<file path="src/adc_ctrl_consts.vh">
// constants for the serial-controlled converter sequencer and its result fifo
// assumes a 100 MHz system clock; serial pins arrive from outside that domain
//
// Overview of operation
// host is serial master, clock at most 10MHz, mode 0 or mode 3.
// data input sampled on each rising serial clock edge while select low.
// data output changes on each falling serial clock edge.
// bipolar differential and temperature results two's complement, others straight binary.
// each transaction starts with command byte msb first; pairing write needs second byte.
// falling chip select starts byte reception; bytes shift in on rising edges.
// clock mode comes from bits 5 and 4 of the setup byte.
// mode 00: low start pulse launches whole internally timed sequence.
// mode 01: each start pulse converts one channel.
// mode 10 default after reset; conversion byte starts internal conversions.
// mode 11: serial clock times conversion; scanning and averaging disabled.
// modes 00 and 10: end flag low after last requested operation.
// mode 01: end flag low after each conversion.
// end flag high on select or start falling; always high in mode 11.
// differential pairs are even positive, odd negative channel.
// setup bits 1 and 0 select pairing register; a 1 makes pair differential.
// unipolar differential negative gives zero; single-ended always unipolar binary.
// fifo holds 16 results plus temperature slot; oldest overwritten when full.
// result read as two bytes: four leading zeros, two trailing sub-bits.
// after select falls, oldest unread byte shown msb first; empty reads zeros.
// temperature result read first after measurement; newer replaces unread one.
// internal oscillator 4.4MHz nominal, only in modes 00, 01 and 10.
// data output high impedance while select high.
// command target decoded from leading bits; bit 7 set means conversion.
`ifndef ADC_CTRL_CONSTS_VH
`define ADC_CTRL_CONSTS_VH

// -----------------------------------------------------------------------------
// command decode
// -----------------------------------------------------------------------------
`define CMD_CONV_BIT     7
`define CMD_SETUP_BIT    6
`define CMD_AVG_BIT      5
`define CMD_RESET_BIT    4
`define SETUP_CK_HI      5
`define SETUP_CK_LO      4
`define SETUP_DIFF_HI    1
`define SETUP_DIFF_LO    0
`define CLOCK_MODE_RESET 2'h2

// -----------------------------------------------------------------------------
// timing
// -----------------------------------------------------------------------------
`define SYS_CLK_MHZ      100
`define OSC_KHZ          4400
`define CONV_OSC_CYCLES  16
`define FIFO_DEPTH       16

`endif

</file>
<file path="src/sample_unit.v">
// one conversion worth of timing and result coding
// assumes an outside model drives the raw sample value and the temperature code
`default_nettype none
`include "adc_ctrl_consts.vh"

module sample_unit #(
	parameter OSC_DIV = `SYS_CLK_MHZ * 1000 / `OSC_KHZ
)(
	// clock and reset
	input  wire        clock_in,
	input  wire        rst_in,
	input  wire        enable_in,
	// control
	input  wire        start_in,
	input  wire        ext_tick_in,
	input  wire        use_ext_in,
	input  wire        temp_in,
	input  wire        diff_in,
	input  wire        bipolar_in,
	input  wire [10:0] raw_in,
	input  wire [11:0] temp_code_in,
	// result
	output reg         done_out,
	output reg  [15:0] word_out
);

	reg [4:0] div_q;
	reg [4:0] bits_q;
	reg       busy_q;
	wire      tick = use_ext_in ? ext_tick_in : (div_q == 5'h00);

	// -------------------------------------------------------------------------
	// conversion timing
	// -------------------------------------------------------------------------
	// raw_in is a signed difference; only the low ten bits form a bipolar code
	always @(posedge clock_in or posedge rst_in)
	begin
		if (rst_in)
		begin
			div_q    <= 5'h00;
			bits_q   <= 5'h00;
			busy_q   <= 1'b0;
			done_out <= 1'b0;
			word_out <= 16'h0000;
		end
		else if (enable_in)
		begin
			done_out <= 1'b0;
			// oscillator only stepped while an internally timed conversion runs
			if (busy_q && !use_ext_in)
				div_q <= (div_q == 5'h00) ? OSC_DIV[4:0] - 5'h01 : div_q - 5'h01;
			if (start_in && !busy_q)
			begin
				busy_q <= 1'b1;
				bits_q <= 5'h00;
			end
			else if (busy_q && tick)
			begin
				bits_q <= bits_q + 5'h01;
				if (bits_q == `CONV_OSC_CYCLES - 1)
				begin
					busy_q   <= 1'b0;
					done_out <= 1'b1;
					if (temp_in)
						word_out <= {4'h0, temp_code_in};
					else if (diff_in && bipolar_in)
						word_out <= {4'h0, raw_in[9:0], 2'h0};
					else if (raw_in[10])
						word_out <= 16'h0000;
					else
						word_out <= {4'h0, raw_in[9:0], 2'h0};
				end
			end
		end
	end

endmodule
`default_nettype wire

</file>
<file path="src/adc_serial_control_fifo.v">
// serial command port, conversion sequencer and result fifo of the converter
// assumes serial pins are asynchronous to clock_in and much slower (10MHz max)
`default_nettype none
`include "adc_ctrl_consts.vh"

module adc_serial_control_fifo #(
	parameter DEPTH = `FIFO_DEPTH
)(
	// clock and reset
	input  wire        clock_in,
	input  wire        rst_in,
	input  wire        enable_in,
	// serial port
	input  wire        sclk_in,
	input  wire        cs_n_in,
	input  wire        sdi_in,
	output reg         sdo_out,
	output wire        sdo_oe_out,
	// conversion pins
	input  wire        convert_start_n_in,
	output reg         eoc_n_out,
	// analog model
	input  wire [10:0] raw_in,
	input  wire [11:0] temp_code_in,
	output wire [3:0]  channel_out,
	// status
	output wire        clock_mode_hi_out,
	output wire        clock_mode_lo_out,
	output wire [15:0] pair_diff_out,
	output wire [15:0] pair_bipolar_out
);

	// -------------------------------------------------------------------------
	// synchronisers and edges
	// -------------------------------------------------------------------------
	reg [1:0] sclk_s_q;
	reg [1:0] cs_s_q;
	reg [1:0] sdi_s_q;
	reg [1:0] cnv_s_q;
	reg       sclk_d_q;
	reg       cs_d_q;
	reg       cnv_d_q;

	always @(posedge clock_in or posedge rst_in)
	begin
		if (rst_in)
		begin
			sclk_s_q <= 2'h0;
			cs_s_q   <= 2'h3;
			sdi_s_q  <= 2'h0;
			cnv_s_q  <= 2'h3;
			sclk_d_q <= 1'b0;
			cs_d_q   <= 1'b1;
			cnv_d_q  <= 1'b1;
		end
		else if (enable_in)
		begin
			sclk_s_q <= {sclk_s_q[0], sclk_in};
			cs_s_q   <= {cs_s_q[0], cs_n_in};
			sdi_s_q  <= {sdi_s_q[0], sdi_in};
			cnv_s_q  <= {cnv_s_q[0], convert_start_n_in};
			sclk_d_q <= sclk_s_q[1];
			cs_d_q   <= cs_s_q[1];
			cnv_d_q  <= cnv_s_q[1];
		end
	end

	wire cs_low   = !cs_s_q[1];
	wire cs_fall  = cs_d_q && !cs_s_q[1];
	wire sclk_up  = cs_low && !sclk_d_q && sclk_s_q[1];
	wire sclk_dn  = cs_low && sclk_d_q && !sclk_s_q[1];
	wire cnv_fall = cnv_d_q && !cnv_s_q[1];

	// -------------------------------------------------------------------------
	// command reception
	// -------------------------------------------------------------------------
	reg [7:0]  shift_q;
	reg [2:0]  bit_q;
	reg [1:0]  pend_q;      // 0 none, 1 unipolar byte, 2 bipolar byte
	reg [1:0]  mode_q;
	reg [3:0]  chan_q;
	reg [1:0]  scan_q;
	reg        temp_q;
	reg [7:0]  uni_q;
	reg [7:0]  bip_q;
	reg        byte_ev_q;
	reg [7:0]  byte_q;

	// one bit per channel pair, duplicated to both channels of the pair
	function [15:0] spread;
		input [7:0] p;
		integer k;
		begin
			spread = 16'h0000;
			for (k = 0; k < 8; k = k + 1)
			begin
				spread[2 * k]     = p[7 - k];
				spread[2 * k + 1] = p[7 - k];
			end
		end
	endfunction

	always @(posedge clock_in or posedge rst_in)
	begin
		if (rst_in)
		begin
			shift_q   <= 8'h00;
			bit_q     <= 3'h0;
			byte_ev_q <= 1'b0;
			byte_q    <= 8'h00;
		end
		else if (enable_in)
		begin
			byte_ev_q <= 1'b0;
			if (cs_fall)
				bit_q <= 3'h0;
			else if (sclk_up)
			begin
				shift_q <= {shift_q[6:0], sdi_s_q[1]};
				bit_q   <= bit_q + 3'h1;
				if (bit_q == 3'h7)
				begin
					byte_ev_q <= 1'b1;
					byte_q    <= {shift_q[6:0], sdi_s_q[1]};
				end
			end
		end
	end

	wire is_conv  = byte_ev_q && pend_q == 2'h0 && byte_q[`CMD_CONV_BIT];
	wire is_setup = byte_ev_q && pend_q == 2'h0 && byte_q[7:6] == 2'h1;
	wire is_reset = byte_ev_q && pend_q == 2'h0 && byte_q[7:4] == 4'h1;

	// -------------------------------------------------------------------------
	// sequencer
	// -------------------------------------------------------------------------
	localparam ST_IDLE = 2'h0;
	localparam ST_CONV = 2'h1;
	localparam ST_WAIT = 2'h2;

	reg [1:0]  st_q;
	reg [3:0]  cur_q;
	reg        do_temp_q;
	reg        start_q;
	reg        armed_q;
	wire       done;
	wire [15:0] word;
	wire [15:0] diffs = spread(uni_q | bip_q);
	wire [15:0] bips  = spread(bip_q);
	wire        last  = (scan_q == 2'h0) ? (cur_q >= chan_q) :
	                    (scan_q == 2'h1) ? (cur_q >= 4'he) : 1'b1;

	// externally timed: each rising serial edge while select is low counts one step
	sample_unit u_sample (
		.clock_in     (clock_in),
		.rst_in       (rst_in),
		.enable_in    (enable_in),
		.start_in     (start_q),
		.ext_tick_in  (sclk_up),
		.use_ext_in   (mode_q == 2'h3),
		.temp_in      (do_temp_q),
		.diff_in      (diffs[cur_q]),
		.bipolar_in   (bips[cur_q]),
		.raw_in       (raw_in),
		.temp_code_in (temp_code_in),
		.done_out     (done),
		.word_out     (word)
	);

	// fifo storage
	reg [15:0] mem_q [0:DEPTH-1];
	reg [3:0]  wr_q;
	reg [3:0]  rd_q;
	reg [4:0]  cnt_q;
	reg [15:0] tslot_q;
	reg        tvalid_q;
	reg        half_q;
	reg [7:0]  out_q;
	reg [2:0]  obit_q;
	reg        rose_q;

	wire        push      = st_q == ST_CONV && done && !do_temp_q;
	wire        temp_wr   = st_q == ST_CONV && done && do_temp_q;
	wire [15:0] head      = mem_q[rd_q];
	wire [15:0] head_next = mem_q[rd_q + 4'h1];
	wire        has_data  = cnt_q != 5'h00;
	wire [7:0]  cur_byte  = tvalid_q ? (half_q ? tslot_q[7:0] : tslot_q[15:8]) :
	                        has_data ? (half_q ? head[7:0] : head[15:8]) : 8'h00;
	wire [7:0]  nxt_byte  = tvalid_q ? (half_q ? (has_data ? head[15:8] : 8'h00) : tslot_q[7:0]) :
	                        has_data ? (half_q ? ((cnt_q > 5'h01) ? head_next[15:8] : 8'h00) : head[7:0]) :
	                        8'h00;
	wire        byte_done = sclk_up && !cs_fall && bit_q == 3'h7;
	wire        pop       = byte_done && !tvalid_q && has_data && half_q;

	always @(posedge clock_in or posedge rst_in)
	begin
		if (rst_in)
		begin
			pend_q    <= 2'h0;
			mode_q    <= `CLOCK_MODE_RESET;
			chan_q    <= 4'h0;
			scan_q    <= 2'h3;
			temp_q    <= 1'b0;
			uni_q     <= 8'h00;
			bip_q     <= 8'h00;
			st_q      <= ST_IDLE;
			cur_q     <= 4'h0;
			do_temp_q <= 1'b0;
			start_q   <= 1'b0;
			armed_q   <= 1'b0;
			eoc_n_out <= 1'b1;
			wr_q      <= 4'h0;
			rd_q      <= 4'h0;
			cnt_q     <= 5'h00;
			tslot_q   <= 16'h0000;
			tvalid_q  <= 1'b0;
			half_q    <= 1'b0;
			out_q     <= 8'h00;
			obit_q    <= 3'h0;
			rose_q    <= 1'b0;
			sdo_out   <= 1'b0;
		end
		else if (enable_in)
		begin
			start_q <= 1'b0;
			// register writes
			if (byte_ev_q && pend_q != 2'h0)
			begin
				if (pend_q == 2'h1)
					uni_q <= byte_q;
				else
					bip_q <= byte_q;
				pend_q <= 2'h0;
			end
			else if (is_setup)
			begin
				mode_q <= {byte_q[`SETUP_CK_HI], byte_q[`SETUP_CK_LO]};
				if (byte_q[`SETUP_DIFF_HI:`SETUP_DIFF_LO] == 2'h2)
					pend_q <= 2'h1;
				else if (byte_q[`SETUP_DIFF_HI:`SETUP_DIFF_LO] == 2'h3)
					pend_q <= 2'h2;
			end
			else if (is_reset)
				tvalid_q <= 1'b0;
			else if (is_conv)
			begin
				chan_q <= byte_q[6:3];
				// scanning disabled when serially clocked
				scan_q <= (mode_q == 2'h3) ? 2'h3 : byte_q[2:1];
				temp_q <= byte_q[0];
				armed_q <= 1'b1;
			end

			// launch
			if (st_q == ST_IDLE)
			begin
				if ((is_conv && (mode_q == 2'h2 || mode_q == 2'h3)) ||
				    (cnv_fall && armed_q && !mode_q[1]))
				begin
					st_q      <= ST_CONV;
					start_q   <= 1'b1;
					do_temp_q <= is_conv ? byte_q[0] : temp_q;
					cur_q     <= is_conv ? ((byte_q[2:1] == 2'h0) ? 4'h0 : byte_q[6:3])
					                     : ((scan_q == 2'h0) ? 4'h0 : chan_q);
				end
			end
			else if (st_q == ST_CONV && done)
			begin
				if (do_temp_q)
				begin
					tslot_q   <= word;
					do_temp_q <= 1'b0;
					start_q   <= 1'b1;
				end
				else
				begin
					mem_q[wr_q] <= word;
					if (mode_q == 2'h1)
					begin
						st_q <= last ? ST_IDLE : ST_WAIT; // one channel per start pulse
						eoc_n_out <= 1'b0;
						cur_q <= last ? ((scan_q == 2'h0) ? 4'h0 : chan_q) : cur_q + 4'h1;
					end
					else if (last)
					begin
						st_q <= ST_IDLE;
						eoc_n_out <= (mode_q == 2'h3);
					end
					else
					begin
						cur_q   <= cur_q + 4'h1;
						start_q <= 1'b1;
					end
				end
			end
			else if (st_q == ST_WAIT && cnv_fall)
			begin
				st_q    <= ST_CONV;
				start_q <= 1'b1;
			end
			if (cs_fall || cnv_fall || mode_q == 2'h3)
				eoc_n_out <= 1'b1;

			// readout: a byte is peeked at select fall and consumed after its eighth rising edge,
			// so a trailing falling edge or a fresh select never loses data
			if (cs_fall)
			begin
				out_q   <= cur_byte;
				sdo_out <= cur_byte[7];
				obit_q  <= 3'h6;
				rose_q  <= 1'b0;
			end
			else
			begin
				if (sclk_up)
					rose_q <= 1'b1;
				if (byte_done)
				begin
					out_q <= nxt_byte;
					if (tvalid_q || has_data)
						half_q <= !half_q;
					if (tvalid_q && half_q)
						tvalid_q <= 1'b0;
				end
				// mode 3 opens with a falling edge before any rising one; it must not shift
				if (sclk_dn && rose_q)
				begin
					sdo_out <= out_q[obit_q];
					obit_q  <= obit_q - 3'h1;
				end
			end
			// fifo pointers: a push and a pop may meet in one cycle
			if (is_reset)
			begin
				cnt_q  <= 5'h00;
				rd_q   <= wr_q;
				half_q <= 1'b0;
			end
			else if (push)
			begin
				wr_q <= wr_q + 4'h1;
				if (pop || cnt_q == DEPTH)
					rd_q <= rd_q + 4'h1; // oldest dropped when full
				if (!pop && cnt_q != DEPTH)
					cnt_q <= cnt_q + 5'h01;
			end
			else if (pop)
			begin
				rd_q  <= rd_q + 4'h1;
				cnt_q <= cnt_q - 5'h01;
			end
			// a new temperature result wins over a read in the same cycle
			if (temp_wr)
			begin
				tvalid_q <= 1'b1;
				half_q   <= 1'b0;
			end
		end
	end

	assign sdo_oe_out        = cs_low;
	assign channel_out       = cur_q;
	assign clock_mode_hi_out = mode_q[1];
	assign clock_mode_lo_out = mode_q[0];
	assign pair_diff_out     = diffs;
	assign pair_bipolar_out  = bips;

endmodule
`default_nettype wire

</file>
<file path="config.mk">
export PLATFORM = sky130hd
export DESIGN_NAME = adc_serial_control_fifo
export DESIGN_NICKNAME = d
export VERILOG_FILES = /design/src/sample_unit.v /design/src/adc_serial_control_fifo.v
export VERILOG_INCLUDE_DIRS = /design/src
export SDC_FILE = /design/constraint.sdc
export NUM_CORES = 1
export LEC_CHECK = 0
export BUFFER_PORTS_ARGS = -buffer_cell sky130_fd_sc_hd__buf_2
export CAP_MARGIN = 40
export CORE_ASPECT_RATIO = 0.7
export CORE_MARGIN = 3
export CORE_UTILIZATION = 57
export CTS_CLUSTER_DIAMETER = 50
export CTS_CLUSTER_SIZE = 40
export DETAILED_ROUTE_END_ITERATION = 7
export PLACE_DENSITY = 0.75
export RECOVER_POWER = 25
export SLEW_MARGIN = 20
export SYNTH_ARGS = -nofsm -noshare
export SYNTH_HDL_FRONTEND = slang
export SYNTH_SLANG_ARGS = --single-unit
</file>
<file path="constraint.sdc">
create_clock -name clock_in -period 5.95 [get_ports clock_in]
set_input_delay 1.19 -clock clock_in [delete_from_list [all_inputs] [get_ports clock_in]]
set_output_delay 1.19 -clock clock_in [all_outputs]
set_load 0.01 [all_outputs]
</file>
==> results.sh, run 1 <==
export IMPL_crit_arrival_ps=3400
export IMPL_ys_types=67
export IMPL_area_delta_synth_final_pct=9.43
export IMPL_cts_sinks=323
export IMPL_dp_cells=1375
export IMPL_n_fill_cell=1797
export IMPL_final_setup_tns_ps=0
export IMPL_regArea_um2=9060
export IMPL_placed_area_um2=15300
export IMPL_reg2reg_depth=6
export IMPL_ff2ff_setup_slack_ps=2820
export IMPL_gp_congestion=0.888
export IMPL_die_area_um2=27800
export IMPL_r2r_start="do_temp_q"
export IMPL_cts_tree="done"
export IMPL_die_w_um=198
export IMPL_worstMarginPinSlew_ps=1130
export IMPL_netlist_area_um2=14700
export IMPL_cap_violations=0
export IMPL_viasPerCell=6.39
export IMPL_n_antenna_cell=0
export IMPL_ios=71
export IMPL_postCtsSetupBuffers=0
export IMPL_die_h_um=140
export IMPL_drc=0
export IMPL_leakage_nw=5.84
export IMPL_num_rows=48
export IMPL_holdBufCountCts=0
export IMPL_yosys_area_top_type_share_pct=39.2
export IMPL_synthCells=1022
export IMPL_drive_above_1_share_pct=27.3
export IMPL_r2r_end="mem_q[2][10]"
export IMPL_grt_max_degree=75
export IMPL_setup_ws_ps=2800
export IMPL_cts_resized_gates=0
export IMPL_grt_pass1_wl_mm=53.7
export IMPL_worstHoldStart="armed_q"
export IMPL_powerDensity_nw_per_um2=274
export IMPL_clock_path_buffers=3
export IMPL_rsz0062_at_grt="false"
export IMPL_cts_buffers=23
export IMPL_vias=9067
export IMPL_fin_nets=1128
export IMPL_syn_nets=1073
export IMPL_synth_edf_count=192
export IMPL_multi_input_area_um2=5190
export IMPL_seq_area_frac_synth_pct=61.6
export IMPL_end_kind="flip-flop"
export IMPL_start_util_pct=58.9
export IMPL_max_freq_mhz=317
export IMPL_drt_total_wl_mm=35.0
export IMPL_synth_most_common_cell="edfxtp_1"
export IMPL_clk_pin_slew_ps=80
export IMPL_numPortBuffers=70
export IMPL_final_area_um2=16100
export IMPL_finish_utilization_pct=64.4
export IMPL_drt_antenna_violating_nets=0
export IMPL_cp_max_fo=29
export IMPL_fin_crit_ps=3150
export IMPL_clkLatencyLatePin_ps=550
export IMPL_pre_cts_slack_ps=2300
export IMPL_maxSlewViolCount=0
export IMPL_first_pass_iters=6
export IMPL_synth_top_area_cell="edfxtp_1"
export IMPL_ys_ff_latch=323
export IMPL_outcome="finished, final reports clean"
export IMPL_slew_headroom_pct=24.8
export IMPL_final_hold_viol_count=0
export IMPL_yosys_warnings=0
export IMPL_required_ps=6200
export IMPL_overflow=0
export IMPL_synth_flop_cell="edfxtp_1"
export IMPL_critical_path_class="input pin to flip-flop"
export IMPL_cts_htree_levels=1
export IMPL_vdd_drop_max_mv=0.351
export IMPL_root_buffer="clkbuf_16"
export IMPL_fin_crit_sh_pct=53.0
export IMPL_async_reset_ff_share_pct=40.6
export IMPL_synth_avg_cell_area_um2=14.4
export IMPL_hpwl_mm=24.3
export IMPL_hold_end="armed_q"
export IMPL_grt_pass1_vias=8654
export IMPL_final_setup_viol_count=0
export IMPL_drt_iter0_markers=1098
export IMPL_yosys_top_cells_area="edfxtp_1, dfrtp_1, mux4_2"
export IMPL_wl_per_cell_um=24.7
export IMPL_worstHoldPathType="flip-flop to flip-flop"
export IMPL_fin_skew_ps=25.6
export IMPL_grt_antenna_before_repair=0
export IMPL_stdcell_count=1418
export IMPL_track_usage_pct=25.6
export IMPL_startpoint_type="input pin"
export IMPL_holdPathStages=1
export IMPL_ys_top_cells_by_count="edfxtp_1, dfrtp_1, nand2_1, mux4_2, mux2_2"
export IMPL_core_um2=25000
worst max path at each step:
stage | startpoint | endpoint | slack (ps)
6_report | enable_in | mem_q[2][10] | 2800
5_1_grt | enable_in | mem_q[2][10] | 2650
4_1_cts | do_temp_q | mem_q[2][10] | 2840
3_5_place_dp | enable_in | mem_q[2][0] | 2300
3_3_place_gp | enable_in | mem_q[9][6] | 2200
2_1_floorplan | rst_in | armed_q | 1280
cell families after synthesis:
kind of cell    share of synthesized area [%]
mux                                      17.0
xor+xnor                                0.953
compound gates                           6.80
simple gates                             8.59
buf+inv                                  3.24
flops                                    61.6
fa+ha+maj                                1.79
placed cells by master (no fill, tap or decap), drive strengths merged, types with 3 or more instances in the layout:
cell type  count
and3          11
edfxtp       192
nor3          14
nand2b        13
ha            21
nand3b         3
o22ai         11
or2           11
nor2b         13
xnor2          8
a32o           5
xor2           8
clkbuf        25
dfrtp        121
inv           35
nor2          43
nand2         99
mux2i         33
o21a           3
o221ai         3
a211oi         7
mux2          58
nand3         23
dfstp         10
mux4          67
or3            4
o211ai         4
buf           96
o21ai         60
a22oi         19
nor4           4
o31ai          3
and2           4
a21oi         21
clkinv         6
a31oi          4
registers in the layout, summed over array words and instances (netlist names), 4 cells and up:
name / cells
bip_q: 8
byte_q: 8
chan_q: 4
channel_out: 4
cnt_q: 5
mem_q: 192
out_q: 8
rd_q: 4
shift_q: 7
tslot_q: 12
u_sample.bits_q: 5
u_sample.div_q: 5
u_sample.word_out: 12
uni_q: 8
wr_q: 4
metal layers:
metal | GRT usage, % | vias up | share of wire [%]
met5 | 0 | - | 0
met4 | 3.80 | 0 | 1.2
met3 | 8.92 | 31 | 13
met2 | 33.6 | 461 | 40
met1 | 42.1 | 4598 | 46
li1 | - | 3977 | -
power by group:
part	switching, mW	total, mW	internal (mW)
Clock	0.839	1.59	0.751
Combinational	0.143	0.286	0.143
Sequential	0.0880	2.54	2.45
Total	1.07	4.41	3.34
through the flow:
step | power [mW] | hold slack, ps
6_report | 4.41 | 484
5_1_grt | 4.58 | 503
4_1_cts | 4.43 | 476
3_5_place_dp | 2.86 | 450
3_3_place_gp | 2.85 | 444
2_1_floorplan | 2.78 | 426
critical path, stage by stage:
cell and delay (ps):
buf_2 290, buf_4 360, nand2_1 210, nor2_1 250, nand2_1 240, nor3_2 610
buf_6 230
area by class of cell:
class / instances / share of cell area (%)
clock buffer: 24 / 3.60
clock inverter: 17 / 0.956
inverter: 25 / 0.614
multi-input combinational: 607 / 32.3
sequential: 323 / 56.3
tap: 325 / 2.53
timing repair buffer: 97 / 3.71
Power figures use the tool's default switching activity.
==> run 2: changes to the inputs <==
==> constraint.sdc (replaced) <==
create_clock -name clock_in -period 3.3 [get_ports clock_in]
set_input_delay 0.66 -clock clock_in [delete_from_list [all_inputs] [get_ports clock_in]]
set_output_delay 0.66 -clock clock_in [all_outputs]
set_load 0.01 [all_outputs]
==> run 2 against run 1 <==
- first-iteration DRC count decreased by 7.7%
- sequential share of layout area decreased by 0.75 points
- sequential cell count unchanged
- largest cell class unchanged
- die area unchanged
- the flow now finishes with violations (max-capacitance violations, max-slew violations)
- worst hold slack got worse by 150 ps
==> results.sh, run 2 (synthesis results as in run 1) <==
export IMPL_drt_antenna_violating_nets=0
export IMPL_cpPeakStageDelay_ps=640
export IMPL_cpLargestDelayFamily="compound AO/OA/AOI/OAI gates"
export IMPL_drt_iter0_markers=1013
export IMPL_worstHoldPathType="input pin to flip-flop"
export IMPL_ios=71
export IMPL_area_delta_synth_final_pct=10.9
export IMPL_fin_skew_ps=29.5
export IMPL_final_setup_tns_ps=0
export IMPL_regMostFlops="mem_q"
export IMPL_overflow=0
export IMPL_vias=9087
export IMPL_met1Wirelength_mm=15.7
export IMPL_route_met2_wl_mm=14.3
export IMPL_gp_congestion=0.885
export IMPL_start_util_pct=58.9
export IMPL_fin_crit_ps=2620
export IMPL_postCtsSetupBuffers=0
export IMPL_failed_checks="max-capacitance violations, max-slew violations"
export IMPL_grt_pass1_vias=8983
export IMPL_grt_pass1_wl_mm=53.4
export IMPL_leakage_nw=5.95
export IMPL_n_fill_cell=1783
export IMPL_cts_resized_gates=0
export IMPL_viasPerCell=6.35
export IMPL_most_common_layout_cells="edfxtp_1, dfrtp_1, nand2_1, buf_2, mux4_2"
export IMPL_cts_htree_levels=1
export IMPL_holdPathStages=2
export IMPL_wl_met3_mm=3.66
export IMPL_cp_cell_sequence="inv_1 > ha_1 > nand2b_1 > a2111oi_0 > o31ai_1 > buf_2 > nor2_1 > o21ai_0 > a31oi_1"
export IMPL_finalPower_mw=8.38
export IMPL_final_setup_viol_count=0
export IMPL_die_h_um=140
export IMPL_crit_arrival_ps=3080
export IMPL_outcome="finished with violations"
export IMPL_wl_per_cell_um=23.8
export IMPL_drive_above_1_share_pct=28.1
export IMPL_final_common_cell="edfxtp_1"
export IMPL_slew_headroom_pct=-17.1
export IMPL_worstMarginPinSlew_ps=1760
export IMPL_grt_max_degree=132
export IMPL_cts_sinks=323
export IMPL_powerDensity_nw_per_um2=514
export IMPL_multi_input_area_um2=5190
export IMPL_maxSlewViolCount=132
export IMPL_die_area_um2=27800
export IMPL_hpwl_mm=22.5
export IMPL_numPortBuffers=70
export IMPL_end_kind="flip-flop"
export IMPL_r2r_start="channel_out[0]"
export IMPL_rsz0062_at_grt="false"
export IMPL_root_buffer="clkbuf_16"
export IMPL_drc=0
export IMPL_top_layer="met4"
export IMPL_first_pass_iters=5
export IMPL_holdWs_ps=334
export IMPL_regArea_um2=9060
export IMPL_num_rows=48
export IMPL_core_um2=25000
export IMPL_die_w_um=198
export IMPL_worstHoldStart="sdi_in"
export IMPL_grt_antenna_before_repair=0
export IMPL_clk_pin_slew_ps=90
export IMPL_ff2ff_setup_slack_ps=680
export IMPL_placed_area_um2=15400
export IMPL_cts_tree="done"
export IMPL_hold_end="sdi_s_q[0]"
export IMPL_reg2reg_depth=9
export IMPL_reg_top3="mem_q: 192 flops, tslot_q: 12 flops, u_sample.word_out: 12 flops"
export IMPL_clkLatencyLatePin_ps=560
export IMPL_largest_reg_flops=192
export IMPL_fin_nets=1139
export IMPL_holdBufCountCts=0
export IMPL_cp_slowest_cell="a2111oi_0"
export IMPL_crit_buf_inv=2
export IMPL_finish_utilization_pct=65.3
export IMPL_required_ps=3770
export IMPL_r2r_end="start_q"
export IMPL_critical_path_class="flip-flop to flip-flop"
export IMPL_cp_max_fo=6
export IMPL_drt_total_wl_mm=34.1
export IMPL_max_freq_mhz=382
export IMPL_fin_crit_sh_pct=79.3
export IMPL_final_hold_viol_count=0
export IMPL_cts_buffers=24
export IMPL_startpoint_type="flip-flop"
export IMPL_crit_cells=9
export IMPL_track_usage_pct=25.3
export IMPL_cap_violations=1
export IMPL_final_area_um2=16300
export IMPL_vdd_drop_max_mv=0.442
export IMPL_clock_path_buffers=3
==> run 2: per-layer routing <==
layer,GRT usage (%),up-vias
met5,0,-
met4,4.13,0
met3,7.21,44
met2,34.8,447
met1,41.0,4591
li1,-,4005
==> run 2: report_power, final <==
part	switching, mW	total [mW]	internal [mW]
Clock	1.68	3.29	1.61
Combinational	0.268	0.527	0.259
Sequential	0.144	4.56	4.42
==> run 2: worst max-delay path by stage <==
stage                         startpoint                     to  slack, ps
after floorplan                do_temp_q            mem_q[3][0]        690
after global placement         enable_in  u_sample.word_out[11]        720
after detailed placement       enable_in   u_sample.word_out[4]        590
after CTS                        rd_q[2]               out_q[1]        690
after global routing      channel_out[0]                start_q        410
final                     channel_out[0]                start_q        680
==> run 2: area by class of cell <==
| class | count | share of cell area, % |
|---|---|---|
| Timing Repair Buffer | 107 | 3.98 |
| Antenna cell | 1 | 0.0153 |
| Clock inverter | 19 | 1.67 |
| Clock buffer | 25 | 3.84 |
| Sequential cell | 323 | 55.6 |
| Inverter | 25 | 0.598 |
| Tap cell | 325 | 2.49 |
| Multi-Input combinational cell | 607 | 31.8 |
==> run 2: stage by stage <==
| step | instances | worst slack, ps |
|---|---|---|
| after detailed placement | 1387 | 592 |
| final | 1432 | 684 |
| after global routing | 1431 | 412 |
| after CTS | 1431 | 691 |
| after floorplan | 1022 | 691 |
| after global placement | 1386 | 721 |
==> run 3: changes to the inputs <==
--- a/config.mk
+++ b/config.mk
@@ -10,11 +10,11 @@
 export CAP_MARGIN = 40
 export CORE_ASPECT_RATIO = 0.7
 export CORE_MARGIN = 3
-export CORE_UTILIZATION = 57
+export CORE_UTILIZATION = 56
 export CTS_CLUSTER_DIAMETER = 50
 export CTS_CLUSTER_SIZE = 40
 export DETAILED_ROUTE_END_ITERATION = 7
-export PLACE_DENSITY = 0.75
+export PLACE_DENSITY = 0.77
 export RECOVER_POWER = 25
 export SLEW_MARGIN = 20
 export SYNTH_ARGS = -nofsm -noshare
==> constraint.sdc (replaced) <==
create_clock -name clock_in -period 2.4 [get_ports clock_in]
set_input_delay 0.48 -clock clock_in [delete_from_list [all_inputs] [get_ports clock_in]]
set_output_delay 0.48 -clock clock_in [all_outputs]
set_load 0.01 [all_outputs]
==> run 3 against run 2 <==
- the flow still finishes with violations (max-capacitance violations, max-slew violations)
- sequential share of layout area shrank 1.2 points
- sequential cell count unchanged
- sequential power increased by 38%
- combinational power is 46% higher
- via count rose by 2.4%
- clock skew down 5.5 ps
==> results.sh, run 3 (synthesis results as in run 1) <==
export IMPL_outcome="finished with violations"
export IMPL_failed_checks="max-capacitance violations, max-slew violations"
export IMPL_slew_headroom_pct=-14.5
export IMPL_fin_crit_ps=2310
export IMPL_internal_power_mw=8.75
export IMPL_gp_congestion=0.924
export IMPL_clock_path_buffers=3
export IMPL_die_h_um=142
export IMPL_cts_htree_levels=1
export IMPL_worstHoldPathType="input pin to flip-flop"
export IMPL_max_freq_mhz=434
export IMPL_seq_power_share_pct=54.7
export IMPL_most_common_layout_cells="edfxtp_1, dfrtp_1, nand2_1, buf_2, buf_4"
export IMPL_viasPerCell=6.32
export IMPL_n_antenna_cell=0
export IMPL_end_kind="flip-flop"
export IMPL_pre_cts_slack_ps=-36.1
export IMPL_switching_share_pct=23.8
export IMPL_n_fill_cell=1759
export IMPL_ff2ff_setup_slack_ps=90
export IMPL_drive_above_1_share_pct=31.4
export IMPL_holdPathStages=2
export IMPL_cts_sinks=323
export IMPL_required_ps=2830
export IMPL_grt_pass1_vias=9092
export IMPL_first_pass_iters=6
export IMPL_num_rows=48
export IMPL_core_um2=25200
export IMPL_powerDensity_nw_per_um2=688
export IMPL_vias=9302
export IMPL_fin_crit_sh_pct=96.1
export IMPL_hold_end="cs_s_q[0]"
export IMPL_p_switching_mw=2.73
export IMPL_root_buffer="clkbuf_16"
export IMPL_cp_max_fo=12
export IMPL_crit_arrival_ps=2740
export IMPL_ios=71
export IMPL_r2r_end="out_q[5]"
export IMPL_cpLargestDelayFamily="multiplexers"
export IMPL_rsz0062_at_grt="true"
export IMPL_start_util_pct=58.3
export IMPL_cts_tree="done"
export IMPL_cp_cell_sequence="buf_4 > buf_4 > mux4_2 > mux4_2 > inv_1 > o21ai_0"
export IMPL_numPortBuffers=70
export IMPL_wl_per_cell_um=23.9
export IMPL_critical_path_class="flip-flop to flip-flop"
export IMPL_fin_nets=1181
export IMPL_r2r_start="rd_q[0]"
export IMPL_dp_cells=1425
export IMPL_drt_total_wl_mm=35.2
export IMPL_die_w_um=200
export IMPL_drt_antenna_violating_nets=0
export IMPL_regMostFlops="mem_q"
export IMPL_cpPeakStageDelay_ps=540
export IMPL_die_area_um2=28300
export IMPL_overflow=0
export IMPL_grt_max_degree=71
export IMPL_worstMarginPinSlew_ps=1720
export IMPL_fin_skew_ps=24.0
export IMPL_cts_buffers=24
export IMPL_setup_ws_ps=93.3
export IMPL_drt_iter0_markers=995
export IMPL_stdcell_count=1473
export IMPL_grt_antenna_before_repair=0
export IMPL_clkLatencyLatePin_ps=550
export IMPL_startpoint_type="flip-flop"
export IMPL_drc=0
export IMPL_vdd_drop_max_mv=0.546
export IMPL_final_common_cell="edfxtp_1"
export IMPL_clk_pin_slew_ps=90
export IMPL_cap_violations=2
export IMPL_leakage_nw=6.18
export IMPL_finish_utilization_pct=66.1
export IMPL_area_delta_synth_final_pct=13.4
export IMPL_reg2reg_depth=6
export IMPL_pwr_share_comb_pct=6.7
export IMPL_reg_top3="mem_q: 192 flops, tslot_q: 12 flops, u_sample.word_out: 12 flops"
export IMPL_worstHoldStart="cs_n_in"
export IMPL_crit_buf_inv=3
export IMPL_track_usage_pct=25.4
export IMPL_largest_reg_flops=192
export IMPL_holdBufCountCts=0
export IMPL_clockPowerShare_pct=38.6
export IMPL_final_setup_viol_count=0
export IMPL_hpwl_mm=24.4
export IMPL_final_hold_viol_count=0
export IMPL_cp_slowest_cell="mux4_2"
export IMPL_maxSlewViolCount=133
export IMPL_grt_pass1_wl_mm=54.2
## run 3: layer usage
metal	up-vias	track usage, %	wire length (um)
met5	-	0	0
met4	0	4.11	476
met3	51	6.22	3510
met2	441	35.9	14900
met1	4716	41.2	16400
li1	4094	-	-
## run 3: repair_timing
| action | CTS | global route |
|---|---|---|
| setup buffers | 0 | 3 |
| gates cloned | 0 | 1 |
| resized for setup | 1 | 12 |
| pin swaps | 1 | 1 |
| setup endpoints to repair | 2 | 13 |
## run 3: layout make-up
class / instances / area [um^2] / share of cell area [%]
multi-input cells: 607 / 5230 / 31.3
repair buffers: 149 / 1000 / 6.00
clock inverters: 17 / 211 / 1.27
clock buffers: 27 / 676 / 4.05
flip-flops and latches: 323 / 9060 / 54.3
inverters: 25 / 95.1 / 0.570
well taps: 325 / 407 / 2.44
## run 3: power groups by stage
stage	clock network (mW)	registers (mW)	logic, mW
after floorplan	0	6.33	0.557
after global placement	0	6.38	0.733
after detailed placement	0	6.39	0.770
after CTS	4.49	6.28	0.778
after global routing	4.73	6.31	0.866
final	4.43	6.28	0.769
## run 3: worst max-delay path by stage
stage	cells past startpoint	end	slack (ps)	start
floorplan	8	out_q[2]	100	rd_q[0]
global placement	7	out_q[3]	50	rd_q[2]
detailed placement	7	out_q[1]	-40	rd_q[2]
CTS	8	cnt_q[3]	4	bit_q[0]
global route	8	cnt_q[3]	-30	bit_q[0]
finish	6	out_q[5]	90	rd_q[0]
## run 3: through the flow
stage | hold WS, ps | cell area [um^2] | power (mW) | setup TNS [ps]
2_1_floorplan | 426 | 14700 | 6.88 | 0
3_3_place_gp | 445 | 15700 | 7.12 | 0
3_5_place_dp | 472 | 15700 | 7.16 | -36.1
4_1_cts | 107 | 16600 | 11.5 | 0
5_1_grt | 141 | 16700 | 11.9 | -33.8
6_report | 161 | 16700 | 11.5 | 0
